<file path="src/hbp_pkg.sv">
// Package of constants and types for the half-bridge PWM dead-time timing block
package hbp_pkg;

  // Width of the cycle counters and delay settings
  localparam int unsigned CW = 16;

  // System clock period
  localparam int unsigned CLK_PERIOD_NS = 50;

  // Main clock pulse width, delay offsets and the floor on the delayed clock
  localparam int unsigned T_CLK_NS     = 65;
  localparam int unsigned TD_OFFSET_NS = 20;
  localparam int unsigned TD_MIN_NS    = 30;
  localparam int unsigned T2_OFFSET_NS = 30;

  // Cycle counts derived from the times; least times round up
  localparam logic [CW-1:0] CLK_HI_CYC  = CW'((T_CLK_NS + CLK_PERIOD_NS - 1) / CLK_PERIOD_NS);
  localparam logic [CW-1:0] TD_OFF_CYC  = CW'((TD_OFFSET_NS + CLK_PERIOD_NS - 1) / CLK_PERIOD_NS);
  localparam logic [CW-1:0] TD_MIN_CYC  = CW'((TD_MIN_NS + CLK_PERIOD_NS - 1) / CLK_PERIOD_NS);
  localparam logic [CW-1:0] T2_OFF_CYC  = CW'((T2_OFFSET_NS + CLK_PERIOD_NS - 1) / CLK_PERIOD_NS);

  // Default oscillator period in system cycles (one half switching period)
  localparam int unsigned OSC_CYC_DEF = 50;

  // Reset values
  localparam logic [CW-1:0] CNT_RST = 16'h0000;

  // Phase encoding: which primary drive owns the current oscillator period
  localparam logic PH_LOW  = 1'b0;
  localparam logic PH_HIGH = 1'b1;

  // Four drive outputs travel together
  typedef struct packed {
    logic low_primary_drive;
    logic high_primary_drive;
    logic rectifier_drive_a;
    logic rectifier_drive_b;
  } hbp_drive_t;

  localparam hbp_drive_t DRIVE_RST = '{default: 1'b0};

  // Primary drive sequencing states
  typedef enum logic [2:0] {
    ST_IDLE,
    ST_FREE,
    ST_WAIT_ON,
    ST_DRIVE,
    ST_DEAD2
  } hbp_state_t;

endpackage

</file>
<file path="src/hbp_timing.sv">
// Half-bridge PWM timing: oscillator phases, dead-times and four drive outputs
// What this block does
// - Alternate phases, low first, each then freewheel unless the next period starts first
// - Freewheel holds both primary drives inactive
// - Delayed clock equals first setting plus offset
// - Main clock rise turns off leaving rectifier
// - Primary turns on at delayed clock fall
// - Main clock pulse 65 ns rounded up to two cycles, 100 ns wide
// - Delayed clock delay never below 30 ns
// - Primary ends on ramp or delayed rise
// - Second dead-time before rectifier re-asserts
// - Low drive on: rectifier b on, a off
// - Freewheel holds both rectifier drives on
// - Rectifier b off before high drive on
// - After high drive, dead-time, both rectifiers on
// - Main clock high blanks turn-on of both primary drives
// - Oscillator runs at twice switching frequency
`timescale 1ns/10ps
`default_nettype none
module hbp_timing #(
  parameter int unsigned OSC_CYC = hbp_pkg::OSC_CYC_DEF
) (
  // Clock and reset
  input  wire logic                   i_clk,
  input  wire logic                   i_rst_n,
  // Control and comparator, asynchronous to i_clk
  input  wire logic                   i_enable,
  input  wire logic                   i_ramp_above,
  // Dead-time settings in extra cycles, sampled while idle
  input  wire logic [hbp_pkg::CW-1:0] i_first_delay_setting,
  input  wire logic [hbp_pkg::CW-1:0] i_second_delay_setting,
  // Drive outputs and timing clocks
  output var  hbp_pkg::hbp_drive_t    o_drive,
  output logic                        o_main_clk,
  output logic                        o_delayed_clk
);
  import hbp_pkg::*;

  localparam logic [CW-1:0] OSC_LAST = CW'(OSC_CYC - 1);

  // Two-flop synchronisers; the first stage feeds only the second
  logic en_m_r;
  logic en_s_r;
  logic ramp_m_r;
  logic ramp_s_r;
  always_ff @(posedge i_clk or negedge i_rst_n) begin
    if (!i_rst_n) begin
      en_m_r   <= 1'b0;
      en_s_r   <= 1'b0;
      ramp_m_r <= 1'b0;
      ramp_s_r <= 1'b0;
    end else begin
      en_m_r   <= i_enable;
      en_s_r   <= en_m_r;
      ramp_m_r <= i_ramp_above;
      ramp_s_r <= ramp_m_r;
    end
  end

  // Sequencer state
  hbp_state_t  state_r, state_nxt;
  logic [CW-1:0] pos_r, pos_nxt;
  logic [CW-1:0] td_r, td_nxt;
  logic [CW-1:0] t2_r, t2_nxt;
  logic [CW-1:0] cnt_r, cnt_nxt;
  logic          phase_r, phase_nxt;
  logic          drv_hi_r, drv_hi_nxt;
  logic          go_r, go_nxt;
  hbp_drive_t    drive_r, drive_nxt;
  logic          mclk_r, mclk_nxt;
  logic          dclk_r, dclk_nxt;
  logic [CW-1:0] td_raw;
  logic [CW-1:0] t2_raw;
  logic [CW-1:0] on_pos;

  // The delayed clock falls one pulse width after it rises
  assign on_pos = td_r + CLK_HI_CYC;
  assign td_raw = i_first_delay_setting + TD_OFF_CYC;
  assign t2_raw = i_second_delay_setting + T2_OFF_CYC;

  // Next-state logic; the rectifier return runs on its own counter, and a long
  // second dead-time holds off the following phase's turn-on until the count ends
  always_comb begin
    state_nxt  = state_r;
    pos_nxt    = pos_r;
    td_nxt     = td_r;
    t2_nxt     = t2_r;
    cnt_nxt    = cnt_r;
    phase_nxt  = phase_r;
    drv_hi_nxt = drv_hi_r;
    go_nxt     = go_r;
    drive_nxt  = drive_r;
    if (!en_s_r) begin
      state_nxt = ST_IDLE;
      drive_nxt = DRIVE_RST;
      pos_nxt   = CNT_RST;
      go_nxt    = 1'b0;
      cnt_nxt   = CNT_RST; // A pending return must not survive a stop
      // Settings only load while switching is stopped; a wrapped sum is floored
      td_nxt    = (td_raw < TD_MIN_CYC) ? TD_MIN_CYC : td_raw;
      t2_nxt    = (t2_raw < T2_OFF_CYC) ? T2_OFF_CYC : t2_raw;
    end else if (state_r == ST_IDLE) begin
      state_nxt = ST_FREE;
      pos_nxt   = CNT_RST;
      phase_nxt = PH_LOW;
      drive_nxt.rectifier_drive_a = 1'b1;
      drive_nxt.rectifier_drive_b = 1'b1;
    end else begin
      // Oscillator: each primary owns every other period
      pos_nxt = (pos_r == OSC_LAST) ? CNT_RST : pos_r + 16'h0001;
      if (pos_r == OSC_LAST) begin
        phase_nxt = ~phase_r;
      end
      // Main clock rise: drop the rectifier that opposes the coming phase;
      // while the previous primary still runs at max duty, its end does it
      if (pos_r == CNT_RST) begin
        if (phase_r == PH_LOW) begin
          if (!drive_r.high_primary_drive) begin
            drive_nxt.rectifier_drive_a = 1'b0;
          end
        end else if (!drive_r.low_primary_drive) begin
          drive_nxt.rectifier_drive_b = 1'b0;
        end
      end
      // Second dead-time: the ended phase's rectifier returns at count end
      if (cnt_r != CNT_RST) begin
        cnt_nxt = cnt_r - 16'h0001;
        if (cnt_r == 16'h0001) begin
          if (drv_hi_r == PH_LOW) begin
            drive_nxt.rectifier_drive_a = 1'b1;
          end else begin
            drive_nxt.rectifier_drive_b = 1'b1;
          end
        end
      end
      case (state_r)
        ST_FREE: begin
          // Both primaries stay off, both rectifiers on
          if (pos_r == CNT_RST) begin
            state_nxt = ST_WAIT_ON;
          end
        end
        ST_WAIT_ON: begin
          // Main clock high lies before on_pos, so it blanks both primaries;
          // turn-on waits while the in-phase rectifier is still in dead-time
          if (pos_r >= on_pos && cnt_r == CNT_RST) begin
            state_nxt  = ST_DRIVE;
            drv_hi_nxt = phase_r;
            if (phase_r == PH_LOW) begin
              drive_nxt.low_primary_drive = 1'b1;
            end else begin
              drive_nxt.high_primary_drive = 1'b1;
            end
          end
        end
        ST_DRIVE: begin
          if (pos_r == CNT_RST) begin
            go_nxt = 1'b1;
          end
          // Ramp crossing or next delayed clock rise, whichever first
          if (ramp_s_r || (go_r && pos_r == td_r)) begin
            cnt_nxt                      = t2_r;
            go_nxt                       = 1'b0;
            drive_nxt.low_primary_drive  = 1'b0;
            drive_nxt.high_primary_drive = 1'b0;
            if (go_r || pos_r == CNT_RST) begin
              // The next period already began: drop its opposing rectifier now
              state_nxt = ST_WAIT_ON;
              if (phase_r == PH_LOW) begin
                drive_nxt.rectifier_drive_a = 1'b0;
              end else begin
                drive_nxt.rectifier_drive_b = 1'b0;
              end
            end else begin
              state_nxt = ST_DEAD2;
            end
          end
        end
        ST_DEAD2: begin
          // Period start wins over the end of the dead-time
          if (pos_r == CNT_RST) begin
            state_nxt = ST_WAIT_ON;
          end else if (cnt_r == 16'h0001) begin
            state_nxt = ST_FREE;
          end
        end
        default: begin
          state_nxt = ST_IDLE;
          drive_nxt = DRIVE_RST;
        end
      endcase
    end
    // Timing clocks for observation, one register behind the counter so their
    // edges land on the same clock edge as the drive edges that they time
    mclk_nxt = en_s_r && (state_r != ST_IDLE) && (pos_r < CLK_HI_CYC);
    dclk_nxt = en_s_r && (state_r != ST_IDLE) && (pos_r >= td_r) && (pos_r < on_pos);
  end

  // Registers of the sequencer
  always_ff @(posedge i_clk or negedge i_rst_n) begin
    if (!i_rst_n) begin
      state_r  <= ST_IDLE;
      pos_r    <= CNT_RST;
      td_r     <= TD_MIN_CYC;
      t2_r     <= T2_OFF_CYC;
      cnt_r    <= CNT_RST;
      phase_r  <= PH_LOW;
      drv_hi_r <= PH_LOW;
      go_r     <= 1'b0;
      drive_r  <= DRIVE_RST;
      mclk_r   <= 1'b0;
      dclk_r   <= 1'b0;
    end else begin
      state_r  <= state_nxt;
      pos_r    <= pos_nxt;
      td_r     <= td_nxt;
      t2_r     <= t2_nxt;
      cnt_r    <= cnt_nxt;
      phase_r  <= phase_nxt;
      drv_hi_r <= drv_hi_nxt;
      go_r     <= go_nxt;
      drive_r  <= drive_nxt;
      mclk_r   <= mclk_nxt;
      dclk_r   <= dclk_nxt;
    end
  end

  assign o_drive       = drive_r;
  assign o_main_clk    = mclk_r;
  assign o_delayed_clk = dclk_r;
endmodule
`default_nettype wire

</file>
<file path="config.mk">
export PLATFORM = sky130hd
export DESIGN_NAME = hbp_timing
export DESIGN_NICKNAME = d
export VERILOG_FILES = /design/src/hbp_pkg.sv /design/src/hbp_timing.sv
export SDC_FILE = /design/constraint.sdc
export NUM_CORES = 1
export LEC_CHECK = 0
export CORE_AREA = 3 3 98 100
export CTS_CLUSTER_DIAMETER = 50
export DETAILED_ROUTE_END_ITERATION = 10
export DIE_AREA = 0 0 101 103
export DONT_BUFFER_PORTS = 1
export PLACE_DENSITY = 0.91
export SLEW_MARGIN = 20
export SYNTH_ARGS = -nofsm -noshare
export SYNTH_HDL_FRONTEND = slang
export SYNTH_SLANG_ARGS = --single-unit
</file>
<file path="constraint.sdc">
create_clock -name i_clk -period 4.5 [get_ports i_clk]
set_input_delay 1.125 -clock i_clk [delete_from_list [all_inputs] [get_ports i_clk]]
set_output_delay 1.125 -clock i_clk [all_outputs]
set_load 0.03 [all_outputs]
</file>
### Word level (Yosys, flattened, before mapping)

Cells that the tools add are included.

| word-level totals | value |
|---|---|
| output and inout bits | 6 |
| register bits | 80 |

| cells by class | value |
|---|---|
| add/subtract/negate cells | 5 |
| reduce and logical (&&, ||, !) cells | 22 |
| multiplexer cells | 47 |
| bitwise logic cells | 2 |
| eq/ne operators | 19 |
| $lt $le $gt $ge | 6 |

Operators by type and width:

| cell | number |
|---|---|
| two-way mux 16 bit | 10 |
| adder 16 x 1 -> 16 bit, second input constant | 3 |
| >= comparator 16 bit | 2 |
| zero test 16 bit | 2 |
| < comparator 16 x 1 -> 1 bit, second input constant | 2 |
| two-way mux 3 bit | 8 |
| two-way mux 1 bit | 17 |
| adder 16 x 2 -> 16 bit, second input constant | 1 |
| == test 16 x 1 -> 1 bit, second input constant | 1 |
| == test 16 bit | 1 |
| == test 16 x 6 -> 1 bit, second input constant | 1 |
| < comparator 16 bit | 1 |
| < comparator 16 x 2 -> 1 bit, second input constant | 1 |
| nonzero test 16 bit | 1 |
| subtractor 16 x 1 -> 16 bit, second input constant | 1 |
| two-way mux 2 bit | 7 |
| inequality test 3 bit, second input constant | 4 |
| inequality test 4 bit, second input constant | 3 |
| one-hot mux 3 bit (4 select lines) | 1 |
| AND reduction 5 bit | 2 |
| two-way mux 4 bit | 2 |
| AND reduction 4 bit | 2 |
| == test 3 x 2 -> 1 bit, second input constant | 2 |
| logical AND 1 bit | 6 |
| other kinds (17) | 20 |

### Logic depth before layout (Yosys ltp)

| depth | value |
|---|---|
| word-level depth | 12 |
| depth in mapped cells | 13 |
| mapped depth without buffers | 13 |

### Worst setup path before layout

Ideal clock, no wire load.

| path | value |
|---|---|
| path type | input -> register |
| from | input i_second_delay_setting[0] (netlist name) |
| to | register t2_r[1] |
| data required time | 4375 ps |
| path buffers | 0 |
| cell stages on the path | 7 |
| arrival time | 2700 ps |
| library setup time | 125 ps |
| slack | 1675 ps |
| cells stage by stage | ha_1 > nand2_1 > o21ai_0 > mux2_4 > o32a_1 > or4_1 > nor2b_4 |

| on the way | value |
|---|---|
| cells in the longest elaborated chain, start to end | 3 |

Ends and longest elaborated chain:

| element | RTL line | text |
|---|---|---|
| from (decl) | hbp_timing.sv:31 | `input wire logic [hbp_pkg::CW-1:0] i_second_delay_setting,` |
| adder 16 x 1 -> 16 bit (*) | hbp_timing.sv:79 | `assign t2_raw = i_second_delay_setting + T2_OFF_CYC;` |
| < comparator 16 x 1 -> 1 bit | hbp_timing.sv:101 | `t2_nxt = (t2_raw < T2_OFF_CYC) ? T2_OFF_CYC : t2_raw;` |
| two-way mux 16 bit (*) | hbp_timing.sv:101 |  |
| to (signal assigned) | hbp_timing.sv:217 | `t2_r <= t2_nxt;` |
| to (decl) | hbp_timing.sv:64 | `logic [CW-1:0] t2_r, t2_nxt;` |

Every way passes the cells marked *; elsewhere a longest branch is shown, timed or not.
A chain may end at the register's enable or synchronous reset.

### Worst setup path after layout

| path | value |
|---|---|
| from | register td_r[4] |
| to | register drv_hi_r |

| on the way | value |
|---|---|
| cells in the longest elaborated chain, start to end | 4 |

Ends and longest elaborated chain:

| element | RTL line | text |
|---|---|---|
| from (decl) | hbp_timing.sv:63 | `logic [CW-1:0] td_r, td_nxt;` |
| from (signal assigned) | hbp_timing.sv:216 | `td_r <= td_nxt;` |
| adder 16 x 2 -> 16 bit | hbp_timing.sv:77 | `assign on_pos = td_r + CLK_HI_CYC;` |
| >= comparator 16 bit | hbp_timing.sv:146 | `if (pos_r >= on_pos && cnt_r == CNT_RST) begin` |
| logical AND 1 bit | hbp_timing.sv:146 |  |
| AND reduction 4 bit (no source line) | - |  |
| to (signal assigned) | hbp_timing.sv:220 | `drv_hi_r <= drv_hi_nxt;` |
| to (decl) | hbp_timing.sv:67 | `logic drv_hi_r, drv_hi_nxt;` |

No other way between the ends.

==> results_dict.tcl <==
set metrics [dict create \
    worstSetupPathType "reg2reg" \
    antenna_found_initial 0 \
    routabilityCongestion 0.925 \
    synth_flop_cell "dfrtp_1" \
    final_hold_viol_count 0 \
    grt_pass1_wl_um 22600 \
    ys_async_sr_fraction 1.00 \
    ys_ff_latch 80 \
    firstDrtPassIters 5 \
    tns_ps 0 \
    placed_cells_incl_taps 745 \
    status "finished clean" \
    cts_setup_buffers 0 \
    syn2layout_area_growth_pct 4.65 \
    ctsResizeCount 0 \
    multiInputGateArea_um2 3430 \
    cp.buffers_inverters 1 \
    grt_pass1_vias 4857 \
    setup_viol 0 \
    cts_buffers 9 \
    maxSlewViolCount 0 \
    routed_wl_um 13400 \
    hold_class "reg2reg" \
    critPathRequiredTime_ps 4760 \
    syn_area_um2 5670 \
    die-area_um2 10400 \
    critPathTopFamily "simple AND/OR/NAND/NOR gates" \
    cts_sinks 80 \
    most-common-layout-cells "dfrtp_1, nand2_1, nor2_1, o21ai_0, nand3_1" \
    ir_drop_v 0.000231 \
    htree_levels 3 \
    chipHeight_um 103 \
    cellPowerDensity_nw_per_um2 434 \
    rows 34 \
    hold_buffers 0 \
    ys_seq_area_frac 0.353 \
    p_leak_nw 2.58 \
    synth_warnings 0 \
    track_usage 0.268 \
    fp.dieW_um 101 \
    fill_cells 630 \
    drive_gt1_frac 0.0551 \
    clk_latency_ps 370 \
    max_stage_delay_ps 370 \
    synth.avg_cell_area_um2 8.57 \
    wl_per_cell_um 17.6 \
    diodes 0 \
    mostFrequentLayoutCell "dfrtp_1" \
    cp_common_cell "nor3_1" \
    clockBufferDepth 2 \
    stdcell_count 761 \
    coreArea_um2 8760 \
    cp_max_fo 4 \
    layout.nets 723 \
    max_freq_mhz 312 \
    rsz0062_at_grt "false" \
    min_period_ps 3210 \
    grt_max_degree 81 \
    drtAntennaViolNets 0 \
    cpMaxStageDelayCell "dfrtp_1" \
    tightestPinTransition_ps 1020 \
    grt.overflow.total 0 \
    critical_path_arrival_ps 3470 \
    timing.final.crit_share 0.712 \
    cts_tree "yes" \
    crit_path_start_kind "register" \
    port_buffers 0 \
    synth_cell_types 65 \
    start_util 0.647 \
    syn_inst 662 \
    viasPerCell 6.68 \
    syn_nets 737 \
    route.vias.total 5084 \
    cp-end-kind "register" \
    place_hpwl_um 9480 \
    root_buffer "clkbuf_8" \
    num_io_pins 42 \
    synth_edf_count 0 \
    cp_cell_sequence "inv_1 -> nor3_1 -> and3_1 -> and2_1 -> nand4_1 -> xnor2_1 -> ha_1 -> nand4_1 -> nor3_1 -> nor3_1 -> o2111ai_1 -> o2111ai_1 -> mux2_2" \
    totalPowerFinal_mw 2.58 \
    register_area_um2 2010 \
    path_clk_slew_ps 100 \
    clock_skew_ps 19.4 \
    maxCapViolations 0 \
    drcViolationCount 0 \
    drt_iter0_markers 431 \
    maxSlewHeadroom 0.312 \
]
cell families after synthesis:
group | share of synthesized area
AO/OA/AOI/OAI | 0.154
XOR/XNOR | 0.0895
adder cells (fa/ha/maj) | 0.0860
buffers and inverters | 0.0412
flip-flops | 0.353
multiplexers | 0.0207
AND/OR/NAND/NOR | 0.255
report_power, final:
| group | internal [mW] | switching [mW] | leakage [nW] | total (mW) |
|---|---|---|---|---|
| combinational | 0.395 | 0.572 | 1.44 | 0.967 |
| sequential | 0.826 | 0.172 | 1.02 | 0.999 |
| clock | 0.318 | 0.294 | 0.110 | 0.613 |
layer usage:
| metal | global-route usage | routed length, um | vias up |
|---|---|---|---|
| li1 | - | - | 2359 |
| met1 | 0.358 | 5810 | 2441 |
| met2 | 0.447 | 6330 | 251 |
| met3 | 0.0386 | 997 | 33 |
| met4 | 0.0951 | 284 | 0 |
| met5 | 0 | 0 | - |
synthesized netlist by cell type, drive strengths merged, types with 5 or more instances:
cell,n,share of area
o211ai,8,0.011
nor4,11,0.014
or3,8,0.0088
and4,6,0.0093
nor2,55,0.036
inv,32,0.021
a31oi,7,0.0077
a21o,8,0.011
xor2,23,0.036
a22oi,5,0.0066
clkbuf,23,0.015
a21oi,29,0.026
nor3,19,0.019
mux2i,8,0.014
nand4,20,0.022
nor2b,5,0.0068
nand2,67,0.044
ha,39,0.086
nand3,41,0.038
o21ai,46,0.041
dfrtp,78,0.34
xnor2,35,0.054
and3,19,0.021
and2,7,0.0079
registers in the layout, summed over array words and instances, names as in the netlist:
name           count
o_drive            4
pos_r             16
o_delayed_clk      1
en_m_r             1
cnt_r             16
o_main_clk         1
t2_r              16
ramp_m_r           1
phase_r            1
state_r            3
en_s_r             1
ramp_s_r           1
go_r               1
td_r              16
drv_hi_r           1
per-stage QoR:
stage | hold WS (ps) | utilization | cell area [um^2] | setup slack, ps
finish | 355 | 0.677 | 5940 | 1290
global route | 374 | 0.677 | 5940 | 998
CTS | 358 | 0.677 | 5940 | 1350
detailed placement | 337 | 0.652 | 5710 | 1350
global placement | 334 | 0.652 | 5710 | 1560
floorplan | 331 | - | 5670 | 1680
area by class of cell:
class,count,area share
clock buffers,9,0.0209
clock inverters,7,0.0173
inverters,32,0.0202
multi-input cells,523,0.579
flip-flops and latches,80,0.338
well taps,108,0.0228
repair buffers,2,0.00253
final timing paths:
check / startpoint / end / slack (ps) / depth (start not counted)
worst max-delay path: td_r[4]$_DFFE_PN0N_ / drv_hi_r$_DFFE_PN0P_ / 1290 / 13
worst min-delay path: en_m_r$_DFF_PN0_ / en_s_r$_DFF_PN0_ / 360 / 0
worst max register to register: td_r[4]$_DFFE_PN0N_ / drv_hi_r$_DFFE_PN0P_ / 1290 / 13
worst min register to register: en_m_r$_DFF_PN0_ / en_s_r$_DFF_PN0_ / 360 / 0
max in group asynchronous: i_rst_n / td_r[0]$_DFFE_PN1N_ / 3850 / 0
min in group asynchronous: i_rst_n / o_drive[2]$_DFFE_PN0P_ / 440 / 0
worst register-to-register path, delay by kind of cell, from the launching register on:
kind                       cells  cell delay, ps
xor gates and xnor gates       1             160
muxes                          1             370
adders and majority gates      1             280
AOI/OAI and AO/OA              2             560
buffers and inverters          1             110
and+or+nand+nor                7            1270
DFF                            1             370
No activity file was read; power rests on OpenSTA's default activity.
